==> src/pkg/mcxu_defines.svh <==
// Register offsets, field positions, reset values and counts of the exception unit
`ifndef MCXU_DEFINES_SVH
`define MCXU_DEFINES_SVH
`define MCXU_OFF_CMD        8'h00
`define MCXU_OFF_EVENT      8'h04
`define MCXU_OFF_EVMASK     8'h08
`define MCXU_OFF_QMASK      8'h0C
`define MCXU_OFF_QBASE      8'h10
`define MCXU_OFF_QPTR       8'h14
`define MCXU_OFF_QLAST      8'h18
`define MCXU_OFF_TXGO       8'h20
`define MCXU_OFF_IDLESEL    8'h24
`define MCXU_OFF_CHON       8'h28
`define MCXU_OFF_GMR        8'h2C
`define MCXU_OFF_RXSTOP     8'h30
`define MCXU_OFF_RXSTATE    8'h34
`define MCXU_QWIN_TAG       2'h1
`define MCXU_CMD_OPC_LSB    12
`define MCXU_CMD_CH_LSB     6
`define MCXU_CMD_PEND_BIT   0
`define MCXU_EV_GOV         0
`define MCXU_EV_GUN         1
`define MCXU_EV_QUEUE_EVENT_FLAG        2
`define MCXU_EV_QUEUE_OVERFLOW_FLAG        3
`define MCXU_GMR_TXEN       0
`define MCXU_GMR_RXEN       1
`define MCXU_QE_VALID       15
`define MCXU_QE_WRAP        14
`define MCXU_RXST_STOP      20
`define MCXU_ABORT_BYTE     8'h7F
`define MCXU_FLAG_BYTE      8'h7E
`define MCXU_IDLE_BYTE      8'hFF
`define MCXU_ABORT_VISITS   16'h0040
`define MCXU_RST_WORD       32'h0000_0000
`endif

==> src/pkg/mcxu_pkg.sv <==
// Types shared by the exception unit
package mcxu_pkg;
  typedef enum logic [2:0] {
    MCXU_OP_STOP_RX = 3'h0,
    MCXU_OP_STOP_TX = 3'h1
  } mcxu_opcode_e;
  typedef enum logic [0:0] {
    MCXU_TXG_RUN   = 1'h0,
    MCXU_TXG_ABORT = 1'h1
  } mcxu_txg_e;
endpackage

==> src/hdl/mcxu_top.sv <==
// Command and exception unit of the multichannel serial controller
// Functional notes
// [RULE_01] Stop-transmit (001) disables channel and clears its tx_go_bit.
// [RULE_02] Stop-transmit mid-frame sends abort 7F, then idle or flag fill.
// [RULE_03] Stop-transmit between frames keeps sending idle or flag per idle_fill_select.
// [RULE_04] Stop-transmit does not advance the transmit descriptor pointer.
// [RULE_05] Host sets tx_go_bit to start or resume transmission.
// [RULE_06] Host initializes transmit state before restarting a deactivated channel.
// [RULE_07] Host deactivates a channel by clearing slot valid and channel_on_bit.
// [RULE_08] Stop-receive (000) stops reception; receive parameters stay untouched.
// [RULE_09] Host reloads receive state before resuming reception.
// [RULE_10] No start commands; general_mode_register enables transmit and receive.
// [RULE_11] Unmasked exception written at write pointer, valid set, pointer advances or wraps.
// [RULE_12] Queue entry holds channel number and exception flags.
// [RULE_13] Exceptions masked by queue_entry_mask are not queued.
// [RULE_14] Event register updated after queue write; interrupt only if unmasked.
// [RULE_15] queue_event_flag set whenever a new queue entry is added.
// [RULE_16] Host clears queue_event_flag, then drains entries until valid is zero.
// [RULE_17] Host clears all flags of each processed entry.
// [RULE_18] Underrun: abort ones in all slots, flag, stop reading, then idle fill.
// [RULE_19] Host recovers underrun by readying descriptors and setting tx_go_bit.
// [RULE_20] Overrun: mark receivers stopped (bit 20), flag, stop writing buffers.
// [RULE_21] Host recovers overrun by rewriting receive states in order.
// [RULE_22] Host restarts transmit and receive per channel after global errors.
// [RULE_23] Event flags clear on writing one; writing zero leaves them.
// [RULE_24] Queue write into a still valid entry sets overflow flag; exception lost.
// [RULE_25] Command word carries opcode, channel number and a pending flag.
`timescale 1ns/1ps
`include "mcxu_defines.svh"
module mcxu_top #(
  parameter int          NCH          = 32,
  parameter int          CHW          = 5,
  parameter int          QAW          = 4,
  parameter int          FLW          = 8,
  parameter logic [15:0] ABORT_VISITS = `MCXU_ABORT_VISITS
) (
  // Clock and reset
  input  wire logic           core_clk_in,
  input  wire logic           rst_in,
  // Register port
  input  wire logic [7:0]     reg_addr_in,
  input  wire logic [31:0]    reg_wdata_in,
  input  wire logic           reg_wr_in,
  input  wire logic           reg_rd_in,
  output logic      [31:0]    reg_rdata_out,
  // Channel exceptions
  input  wire logic           exc_valid_in,
  input  wire logic [CHW-1:0] exc_channel_in,
  input  wire logic [FLW-1:0] exc_flags_in,
  output logic                exc_ready_out,
  // Transmit slots
  input  wire logic           tx_slot_in,
  input  wire logic [CHW-1:0] tx_slot_channel_in,
  input  wire logic [7:0]     tx_buf_data_in,
  input  wire logic [NCH-1:0] tx_mid_frame_in,
  input  wire logic           tx_underrun_in,
  output logic                tx_byte_valid_out,
  output logic      [7:0]     tx_byte_out,
  output logic                tx_buf_read_out,
  // Receive slots
  input  wire logic           rx_slot_in,
  input  wire logic [CHW-1:0] rx_slot_channel_in,
  input  wire logic [7:0]     rx_data_in,
  input  wire logic           rx_overrun_in,
  output logic                rx_wr_valid_out,
  output logic      [CHW-1:0] rx_wr_channel_out,
  output logic      [7:0]     rx_wr_data_out,
  // Host interrupt
  output logic                host_irq_out
);
  localparam int QD = 1 << QAW;

  logic [15:0]     cmd_r, cmd_nxt;
  logic [3:0]      evt_r, evt_nxt, evmask_r, evmask_nxt;
  logic [FLW-1:0]  qmask_r, qmask_nxt;
  logic [QAW-1:0]  qbase_r, qbase_nxt, qptr_r, qptr_nxt, qlast_r, qlast_nxt;
  logic [NCH-1:0]  txgo_r, txgo_nxt, idlesel_r, idlesel_nxt, chon_r, chon_nxt;
  logic [NCH-1:0]  rxstop_r, rxstop_nxt, abpend_r, abpend_nxt;
  logic [QD-1:0]   qvalid_r, qvalid_nxt;
  logic [1:0]      gmr_r, gmr_nxt;
  logic [15:0]     abcnt_r, abcnt_nxt;
  mcxu_pkg::mcxu_txg_e txg_r, txg_nxt;
  logic [31:0]     rd_r, rd_nxt;
  logic            qsel_r, qsel_nxt;
  logic            txv_r, txv_nxt, txrd_r, txrd_nxt, rxv_r, rxv_nxt;
  logic [7:0]      txb_r, txb_nxt, rxd_r, rxd_nxt;
  logic [CHW-1:0]  rxch_r, rxch_nxt;

  logic            qwin, cmd_exec, accept, q_in, mem_we;
  logic [2:0]      cmd_opc;
  logic [CHW-1:0]  cmd_ch;
  logic [QAW-1:0]  mem_wa;
  logic [15:0]     mem_wd, mem_q;

  assign qwin     = (reg_addr_in[7:6] == `MCXU_QWIN_TAG);
  assign cmd_opc  = cmd_r[`MCXU_CMD_OPC_LSB +: 3]; // RULE_25
  assign cmd_ch   = cmd_r[`MCXU_CMD_CH_LSB +: CHW];
  assign cmd_exec = cmd_r[`MCXU_CMD_PEND_BIT];
  // Host window writes own the memory port for that cycle
  assign exc_ready_out = !(reg_wr_in && qwin);
  assign accept   = exc_valid_in && exc_ready_out;
  assign q_in     = accept && |(exc_flags_in & qmask_r); // RULE_13
  assign mem_we   = (reg_wr_in && qwin) || (q_in && !qvalid_r[qptr_r]);
  assign mem_wa   = (reg_wr_in && qwin) ? reg_addr_in[5:2] : qptr_r;
  // Entry: valid, wrap, spare, channel, flags
  assign mem_wd   = (reg_wr_in && qwin) ? reg_wdata_in[15:0] :
                    {1'b1, (qptr_r == qlast_r), 1'b0, exc_channel_in, exc_flags_in}; // RULE_12

  mcxu_queue_mem #(
    .W  (16),
    .AW (QAW)
  ) u_qmem (
    .core_clk_in (core_clk_in),
    .wr_en_in    (mem_we),
    .wr_addr_in  (mem_wa),
    .wr_data_in  (mem_wd),
    .rd_addr_in  (reg_addr_in[5:2]),
    .rd_data_out (mem_q)
  );

  always_comb begin
    cmd_nxt     = cmd_r;
    evt_nxt     = evt_r;
    evmask_nxt  = evmask_r;
    qmask_nxt   = qmask_r;
    qbase_nxt   = qbase_r;
    qptr_nxt    = qptr_r;
    qlast_nxt   = qlast_r;
    txgo_nxt    = txgo_r;
    idlesel_nxt = idlesel_r;
    chon_nxt    = chon_r;
    rxstop_nxt  = rxstop_r;
    abpend_nxt  = abpend_r;
    qvalid_nxt  = qvalid_r;
    gmr_nxt     = gmr_r;
    abcnt_nxt   = abcnt_r;
    txg_nxt     = txg_r;
    rd_nxt      = `MCXU_RST_WORD;
    qsel_nxt    = reg_rd_in && qwin;
    txv_nxt     = 1'b0;
    txrd_nxt    = 1'b0;
    txb_nxt     = txb_r;
    rxv_nxt     = 1'b0;
    rxd_nxt     = rxd_r;
    rxch_nxt    = rxch_r;
    // Register writes
    if (reg_wr_in) begin
      if (qwin) begin
        qvalid_nxt[reg_addr_in[5:2]] = reg_wdata_in[`MCXU_QE_VALID];
      end
      unique case (reg_addr_in)
        `MCXU_OFF_CMD: begin
          // A new command is refused while one is still pending
          if (!cmd_exec) cmd_nxt = reg_wdata_in[15:0]; // RULE_25
        end
        `MCXU_OFF_EVENT:   evt_nxt = evt_r & ~reg_wdata_in[3:0]; // RULE_23
        `MCXU_OFF_EVMASK:  evmask_nxt = reg_wdata_in[3:0];
        `MCXU_OFF_QMASK:   qmask_nxt = reg_wdata_in[FLW-1:0];
        `MCXU_OFF_QBASE:   qbase_nxt = reg_wdata_in[QAW-1:0];
        `MCXU_OFF_QPTR:    qptr_nxt = reg_wdata_in[QAW-1:0];
        `MCXU_OFF_QLAST:   qlast_nxt = reg_wdata_in[QAW-1:0];
        `MCXU_OFF_TXGO:    txgo_nxt = reg_wdata_in[NCH-1:0]; // RULE_05
        `MCXU_OFF_IDLESEL: idlesel_nxt = reg_wdata_in[NCH-1:0];
        `MCXU_OFF_CHON:    chon_nxt = reg_wdata_in[NCH-1:0]; // RULE_07
        `MCXU_OFF_GMR:     gmr_nxt = reg_wdata_in[1:0]; // RULE_10
        `MCXU_OFF_RXSTOP:  rxstop_nxt = rxstop_r & ~reg_wdata_in[NCH-1:0]; // RULE_21
        default: ;
      endcase
    end
    // Register reads
    if (reg_rd_in) begin
      unique case (reg_addr_in)
        `MCXU_OFF_CMD:     rd_nxt[15:0] = cmd_r;
        `MCXU_OFF_EVENT:   rd_nxt[3:0] = evt_r;
        `MCXU_OFF_EVMASK:  rd_nxt[3:0] = evmask_r;
        `MCXU_OFF_QMASK:   rd_nxt[FLW-1:0] = qmask_r;
        `MCXU_OFF_QBASE:   rd_nxt[QAW-1:0] = qbase_r;
        `MCXU_OFF_QPTR:    rd_nxt[QAW-1:0] = qptr_r;
        `MCXU_OFF_QLAST:   rd_nxt[QAW-1:0] = qlast_r;
        `MCXU_OFF_TXGO:    rd_nxt[NCH-1:0] = txgo_r;
        `MCXU_OFF_IDLESEL: rd_nxt[NCH-1:0] = idlesel_r;
        `MCXU_OFF_CHON:    rd_nxt[NCH-1:0] = chon_r;
        `MCXU_OFF_GMR:     rd_nxt[1:0] = gmr_r;
        `MCXU_OFF_RXSTOP:  rd_nxt[NCH-1:0] = rxstop_r;
        `MCXU_OFF_RXSTATE: rd_nxt[`MCXU_RXST_STOP] = rxstop_r[cmd_ch]; // RULE_20
        default: ;
      endcase
    end
    // Command execution, one cycle after the write
    if (cmd_exec) begin
      cmd_nxt[`MCXU_CMD_PEND_BIT] = 1'b0;
      if (cmd_opc == mcxu_pkg::MCXU_OP_STOP_TX) begin
        txgo_nxt[cmd_ch] = 1'b0; // RULE_01
        if (tx_mid_frame_in[cmd_ch]) abpend_nxt[cmd_ch] = 1'b1; // RULE_02
      end else if (cmd_opc == mcxu_pkg::MCXU_OP_STOP_RX) begin
        rxstop_nxt[cmd_ch] = 1'b1; // RULE_08
      end
    end
    // Exception queue; other opcodes carry no meaning and are dropped
    if (q_in) begin
      if (qvalid_r[qptr_r]) begin
        evt_nxt[`MCXU_EV_QUEUE_OVERFLOW_FLAG] = 1'b1; // RULE_24
      end else begin
        qvalid_nxt[qptr_r] = 1'b1; // RULE_11
        qptr_nxt = (qptr_r == qlast_r) ? qbase_r : qptr_r + 1'b1; // RULE_11
        evt_nxt[`MCXU_EV_QUEUE_EVENT_FLAG] = 1'b1; // RULE_15
      end
    end
    // Transmit slot service
    if (tx_slot_in) begin
      txv_nxt = 1'b1;
      if (txg_r == mcxu_pkg::MCXU_TXG_ABORT) begin
        txb_nxt = `MCXU_IDLE_BYTE; // RULE_18
        abcnt_nxt = abcnt_r - 16'h0001;
        if (abcnt_r == 16'h0001) txg_nxt = mcxu_pkg::MCXU_TXG_RUN;
      end else if (abpend_r[tx_slot_channel_in]) begin
        txb_nxt = `MCXU_ABORT_BYTE; // RULE_02
        abpend_nxt[tx_slot_channel_in] = 1'b0;
      end else if (gmr_r[`MCXU_GMR_TXEN] && txgo_r[tx_slot_channel_in] &&
                   chon_r[tx_slot_channel_in]) begin
        txb_nxt = tx_buf_data_in;
        txrd_nxt = 1'b1; // RULE_04
      end else begin
        txb_nxt = idlesel_r[tx_slot_channel_in] ? `MCXU_FLAG_BYTE : `MCXU_IDLE_BYTE; // RULE_03
      end
    end
    // Global underrun wins over go bits, pending aborts and buffer reads; a slot in the same cycle still sends its byte
    if (tx_underrun_in) begin
      txg_nxt = mcxu_pkg::MCXU_TXG_ABORT; // RULE_18
      abcnt_nxt = ABORT_VISITS;
      txgo_nxt = '0;
      abpend_nxt = '0;
      txrd_nxt = 1'b0; // RULE_18
      evt_nxt[`MCXU_EV_GUN] = 1'b1; // RULE_18
    end
    // Receive slot service
    if (rx_slot_in) begin
      rxv_nxt = gmr_r[`MCXU_GMR_RXEN] && !rxstop_r[rx_slot_channel_in]; // RULE_08
      rxd_nxt = rx_data_in;
      rxch_nxt = rx_slot_channel_in;
    end
    if (rx_overrun_in) begin
      rxstop_nxt = '1; // RULE_20
      rxv_nxt = 1'b0;
      evt_nxt[`MCXU_EV_GOV] = 1'b1; // RULE_20
    end
  end

  always_ff @(posedge core_clk_in) begin
    if (rst_in) begin
      cmd_r <= '0; evt_r <= '0; evmask_r <= '0; qmask_r <= '0;
      qbase_r <= '0; qptr_r <= '0; qlast_r <= '1; txgo_r <= '0;
      idlesel_r <= '0; chon_r <= '0; rxstop_r <= '0; abpend_r <= '0;
      qvalid_r <= '0; gmr_r <= '0; abcnt_r <= '0;
      txg_r <= mcxu_pkg::MCXU_TXG_RUN;
      rd_r <= '0; qsel_r <= 1'b0; txv_r <= 1'b0; txrd_r <= 1'b0;
      txb_r <= '0; rxv_r <= 1'b0; rxd_r <= '0; rxch_r <= '0;
    end else begin
      cmd_r <= cmd_nxt; evt_r <= evt_nxt; evmask_r <= evmask_nxt;
      qmask_r <= qmask_nxt; qbase_r <= qbase_nxt; qptr_r <= qptr_nxt;
      qlast_r <= qlast_nxt; txgo_r <= txgo_nxt; idlesel_r <= idlesel_nxt;
      chon_r <= chon_nxt; rxstop_r <= rxstop_nxt; abpend_r <= abpend_nxt;
      qvalid_r <= qvalid_nxt; gmr_r <= gmr_nxt; abcnt_r <= abcnt_nxt;
      txg_r <= txg_nxt; rd_r <= rd_nxt; qsel_r <= qsel_nxt;
      txv_r <= txv_nxt; txrd_r <= txrd_nxt; txb_r <= txb_nxt;
      rxv_r <= rxv_nxt; rxd_r <= rxd_nxt; rxch_r <= rxch_nxt;
    end
  end

  assign reg_rdata_out     = qsel_r ? {16'h0000, mem_q} : rd_r;
  assign tx_byte_valid_out = txv_r;
  assign tx_byte_out       = txb_r;
  assign tx_buf_read_out   = txrd_r;
  assign rx_wr_valid_out   = rxv_r;
  assign rx_wr_channel_out = rxch_r;
  assign rx_wr_data_out    = rxd_r;
  assign host_irq_out      = |(evt_r & evmask_r); // RULE_14
endmodule // mcxu_top

==> src/hdl/mcxu_queue_mem.sv <==
// Exception queue storage with registered read data
`timescale 1ns/1ps
module mcxu_queue_mem #(
  parameter int W   = 16,
  parameter int AW  = 4
) (
  // Clock
  input  wire logic          core_clk_in,
  // Write port
  input  wire logic          wr_en_in,
  input  wire logic [AW-1:0] wr_addr_in,
  input  wire logic [W-1:0]  wr_data_in,
  // Read port
  input  wire logic [AW-1:0] rd_addr_in,
  output logic      [W-1:0]  rd_data_out
);
  logic [W-1:0] mem_r [0:(1<<AW)-1];

  always_ff @(posedge core_clk_in) begin
    if (wr_en_in) begin
      mem_r[wr_addr_in] <= wr_data_in;
    end
    rd_data_out <= mem_r[rd_addr_in];
  end
endmodule // mcxu_queue_mem

==> config.mk <==
export PLATFORM = sky130hd
export DESIGN_NAME = mcxu_top
export DESIGN_NICKNAME = d
export VERILOG_FILES = /design/src/pkg/mcxu_pkg.sv /design/src/hdl/mcxu_top.sv /design/src/hdl/mcxu_queue_mem.sv
export VERILOG_INCLUDE_DIRS = /design/src /design/src/pkg
export SDC_FILE = /design/constraint.sdc
export NUM_CORES = 1
export LEC_CHECK = 0
export BUFFER_PORTS_ARGS = -buffer_cell sky130_fd_sc_hd__buf_2
export CORE_ASPECT_RATIO = 1.4
export CORE_MARGIN = 4
export CORE_UTILIZATION = 55
export CTS_CLUSTER_SIZE = 12
export DETAILED_ROUTE_END_ITERATION = 8
export GPL_ROUTABILITY_DRIVEN = 0
export GPL_TIMING_DRIVEN = 0
export PLACE_DENSITY = 0.77
export SYNTH_ARGS = -nofsm -noshare
export SYNTH_HDL_FRONTEND = slang
export SYNTH_SLANG_ARGS = --single-unit
==> constraint.sdc <==
create_clock -name core_clk_in -period 3.3 [get_ports core_clk_in]
set_input_delay 0.165 -clock core_clk_in [delete_from_list [all_inputs] [get_ports core_clk_in]]
set_output_delay 0.165 -clock core_clk_in [all_outputs]
set_load 0.005 [all_outputs]
-- Word level (Yosys, flattened, before mapping)
Memories as Yosys holds them, arrays and structs flattened. A register that Yosys moved wholly into a read port is not among the register bits.
Cells that the tools add are included.
- memories kept: 1
- RAM bits: 256
- logic and storage cells: 200
- bits in registers: 296
- memories (memory ; words ; width ; rd ports ; clocked after Yosys merged registers in ; write ports ; RTL line ; text):
    u_qmem.mem_r ; 16 ; 16 ; 1 ; 1 ; 1 ; mcxu_queue_mem.sv:17 ; logic [W-1:0] mem_r [0:(1<<AW)-1];
- order comparisons: 9
- add/sub/neg operators: 2
- eq/ne operators: 16
- reduce and logical (&&, ||, !) cells: 44
- multiplexer cells: 83
- bitwise gates (word level): 17
- operator list (cell ; number):
    32-bit 2-to-1 mux ; 17
    32-bit AND ; 3
    32-bit inverter ; 3
    16-bit 2-to-1 mux ; 5
    32-bit bitwise OR ; 2
    8-bit by 6-bit equality test with 1-bit output (second input constant) ; 6
    11-bit case mux with 4 select lines ; 1
    8-bit case mux with 5 select lines ; 1
    1-bit binary-select mux with 5-bit select ; 7
    4-bit 2-to-1 mux ; 8
    8-bit 2-to-1 mux ; 4
    1-bit 2-to-1 mux ; 25
    8-bit by 5-bit equality test with 1-bit output (second input constant) ; 3
    2-bit case mux with 12 select lines ; 1
    4-bit case mux with 6 select lines ; 1
    2-bit AND reduction ; 12
    2-bit case mux with 11 select lines ; 1
    7-bit 2-to-1 mux ; 3
    5-bit by 6-bit less-than comparator with 1-bit output (second input constant) ; 3
    16-bit bitwise mux ; 1
    16-bit by 1-bit equality test with 1-bit output (second input constant) ; 1
    8-bit by 4-bit equality test with 1-bit output (second input constant) ; 2
    16-bit bitwise OR ; 1
    4-bit case mux with 4 select lines ; 1
    30 further kinds ; 59

-- Depth between registers and ports, before layout
- depth after elaboration: 12
- mapped depth: 11
- depth with buffers taken out: 7

-- Modules after synthesis
From an unflattened synthesis, not the netlist that was laid out.
- cells, all modules: 2157
- area total of the unflattened synthesis: 24967.7 µm²
- modules (own cells, without submodules) (module ; cells each ; instances ; area an instance (µm²) ; sequential area each (µm²)):
    mcxu_top ; 1725 ; 1 ; 14925.6 ; 5925.7
    mcxu_queue_mem ; 432 ; 1 ; 10042.1 ; 8007.7

-- Least setup slack after synthesis
Ideal clock, no wire load.
- path kind: reg2reg
- start: register qptr_r[0]
- end: memory u_qmem.mem_r[7][0], enable pin
- setup time: 0.388 ns
- setup slack: 0.215 ns
- arrival time: 2.697 ns
- stages on the path, launching flop included: 8
- cell sequence: dfxtp_1 buf_6 mux4_2 mux4_2 nor2b_2 buf_4 a32oi_1 nor2_1
- longest elaborated chain between the ends: 7
- elaborated cells between the ends (all ways): 8
- classes of those cells: mux (5); reduce/logical (3)
- ends and longest elaborated chain (item ; RTL line ; text):
    start: declaration ; mcxu_top.sv:76 ; logic [QAW-1:0] qbase_r, qbase_nxt, qptr_r, qptr_nxt, qlast_r, qlast_nxt;
    start signal: assignment ; mcxu_top.sv:260 ; qmask_r <= qmask_nxt; qbase_r <= qbase_nxt; qptr_r <= qptr_nxt;
    1-bit binary-select mux with 4-bit select ; mcxu_top.sv:103 ; assign mem_we = (reg_wr_in && qwin) || (q_in && !qvalid_r[qptr_r]);
    1-bit 2-to-1 mux (implied by the code) ; mcxu_top.sv:103 ;
    1-bit logical NOT ; mcxu_top.sv:103 ;
    1-bit logical AND ; mcxu_top.sv:103 ;
    1-bit logical OR ; mcxu_top.sv:103 ;
    1-bit 2-to-1 mux ; mcxu_queue_mem.sv:20 ; if (wr_en_in) begin
    1-bit 2-to-1 mux (implied by the code) ; mcxu_queue_mem.sv:21 ; mem_r[wr_addr_in] <= wr_data_in;
    end: declaration ; mcxu_queue_mem.sv:17 ;
Several ways; a longest one is shown, not always the timed one. The select of a mux whose other input is x is not followed.

-- Worst setup path in the final report
- start: register qptr_r[0]
- end: memory u_qmem.mem_r[6][2], enable pin
Same word-level chain as after synthesis.

==> run metrics <==
status finished, violations left; failing checks design-rule violations; H-tree depth 2; DR pass1 iterations 9; LEAKAGE 10.1 nW; CP Class flip-flop to flip-flop; register area share after synthesis 0.562; sum of negative setup slack 0 ps; Rel. slew slack 0.0809; Design Area, Final 29,100 um^2; Area after DPL 26,600 um^2; vias in the first global route 20,500; Hold Violations, Final 0; clk_skew 38.6 ps; io pins 178; Pwr Density 502 nW/um^2; placed cells 2,822; Top FF cell, synth dfxtp_1; Worst Path Required 3630 ps; clk sinks 568; CP Capture Type flip-flop; share of cells above drive strength 1 0.203; die width 188 um; Fmax achieved 305 MHz; worst-path fanout max 10; Vias/cell 6.97; minimum clock period 3280 ps; worst hold slack 18.4 ps; clock root buffer clkbuf_16; syn avg cell area 11.9 um^2; Post-synth EDFFs 256; Initial Util 0.560; initial antenna violation count 11; Synth Instances 2,084; Detailed Route WL 91.1 mm; pre-CTS setup slack -306 ps; commonest cells after routing, fill and taps aside 312 x dfxtp_1, 291 x nand2_1, 256 x edfxtp_1; Area Growth Syn to Fin 17.3%; Worst Path Arrival 3610 ps; die area 48,600 um^2; Max clock buf depth 3; total core area 44,300 um^2; first-pass GRT wire length 132 mm; Area contributors post-synth edfxtp_1 31%, dfxtp_1 25%, mux4_2 12%; Final #Nets 2,518; total grt overflow 0; fin crit share 0.994; post-route ant nets 0; Max Cap Viol 0; CTS tree yes; max-slew violations 0; clock slew seen by the registers of the worst setup and hold paths 60 ps; fillers 3,174; DR vias 20,900; most common cell after layout, fill and taps aside dfxtp_1; num rows 91; final setup fails 0; largest net degree at the start of global routing 17; Async SR Flop Fraction 0; Worst Hold Class primary input to flip-flop; syn_nets 2,210; fin worst setup slack 19.1 ps; Post-Syn Area 24,800 um^2; startpoint class of the critical path flip-flop; Die H 259 um; TritonCTS Buffers 55; maximum vdd drop 0.522 mV; Yosys warnings 0; Synth top area share 0.310; Distinct cells, synth 63; Wirelength per Cell 30.4 um; dominant cell type by area after synthesis edfxtp_1; GRT Total Usage 0.366; Tightest Pin Transition 1380 ps; # DRC 3; worst-skew pair later-pin latency 660 ps; DP Wirelength 62.0 mm; non-filler cells, final 3,000; Iter 0 DRT Violations 3,235; # port buffers 164; synthesized flop and latch total 568
per-layer routing:
metal	track usage	wire (um)
met5	0	13
met4	0.268	9380
met3	0.129	11200
met2	0.597	42400
met1	0.393	28200
synth_stat cells, types with 33 or more instances:
cell type / n
dfxtp_1: 312
nand2_1: 291
edfxtp_1: 256
nor2_1: 176
a21oi_1: 157
mux4_2: 136
clkbuf_1: 106
mux2i_1: 73
o21ai_0: 56
nand3_1: 41
a221oi_1: 40
a22oi_1: 39
a211oi_1: 33
critical path, stage by stage (launching register included):
cell and delay (ps):
dfxtp_1 420, buf_6 190, mux4_2 530, mux4_2 500, nor2b_2 160, buf_4 200, a32oi_1 320, nor2_4 430
buf_8 230
timing repair:
action	CTS	global route
setup buffers	0	13
hold buffers	56	0
pin swaps	0	9
gates resized for setup	9	3
setup endpoints to repair	114	107
hold endpoints to repair	145	0
registers in the layout (all words and copies together), names as in the netlist, 2 cells and up:
signal	count
abpend_r	32
rx_wr_data_out	8
chon_r	32
qvalid_r	16
rd_r	32
qmask_r	8
qlast_r	4
rxstop_r	32
evt_r	4
u_qmem.rd_data_out	16
tx_byte_out	8
rx_wr_channel_out	5
gmr_r	2
cmd_r	16
evmask_r	4
qptr_r	4
txgo_r	32
idlesel_r	32
qbase_r	4
abcnt_r	16
u_qmem.mem_r	256
stage by stage:
step                power, mW  utilization
floorplan                8.19            -
global placement         8.56        0.594
detailed placement       8.60        0.601
CTS                      14.5        0.652
global route             14.9        0.656
finish                   14.6        0.657
final timing paths:
kind,startpoint,to,slack (ps),cells after the start
max,qptr_r[0]$_SDFF_PP0_,u_qmem.mem_r[6][2]$_DFFE_PP_,20,8
min,tx_slot_channel_in[4],abpend_r[16]$_SDFF_PP0_,20,3
max reg2reg,qptr_r[0]$_SDFF_PP0_,u_qmem.mem_r[6][2]$_DFFE_PP_,20,8
min reg2reg,evmask_r[3]$_SDFFE_PP0P_,evmask_r[3]$_SDFFE_PP0P_,480,2
power by group:
group          internal (mW)  switching (mW)  total (mW)
Combinational          0.397           0.637        1.03
Sequential              7.45          0.0773        7.53
Clock                   3.28            2.77        6.04
logic make-up (layout without fill, tap and decap cells):
logic type	after synthesis	after routing	share of synthesized area
DFF	568	568	0.562
AOI/OAI and AO/OA	433	433	0.115
muxes	230	230	0.164
other	0	10	0
xor gates and xnor gates	19	19	0.00671
buffers and inverters	191	539	0.0339
and+or+nand+nor	637	637	0.116
adders and majority gates	6	6	0.00303
area by class of cell:
cell class	instances	area, um^2	share of cell area
multi-input combinational	1325	10100	0.348
buffer	168	756	0.0260
sequential	568	13900	0.479
antenna	10	25.0	0.000860
tap	558	698	0.0240
inverter	23	86.3	0.00297
clock buffer	91	1590	0.0545
timing repair buffer	251	1780	0.0613
clock inverter	6	91.3	0.00314
Note: power is estimated with default switching activity, not from simulation.
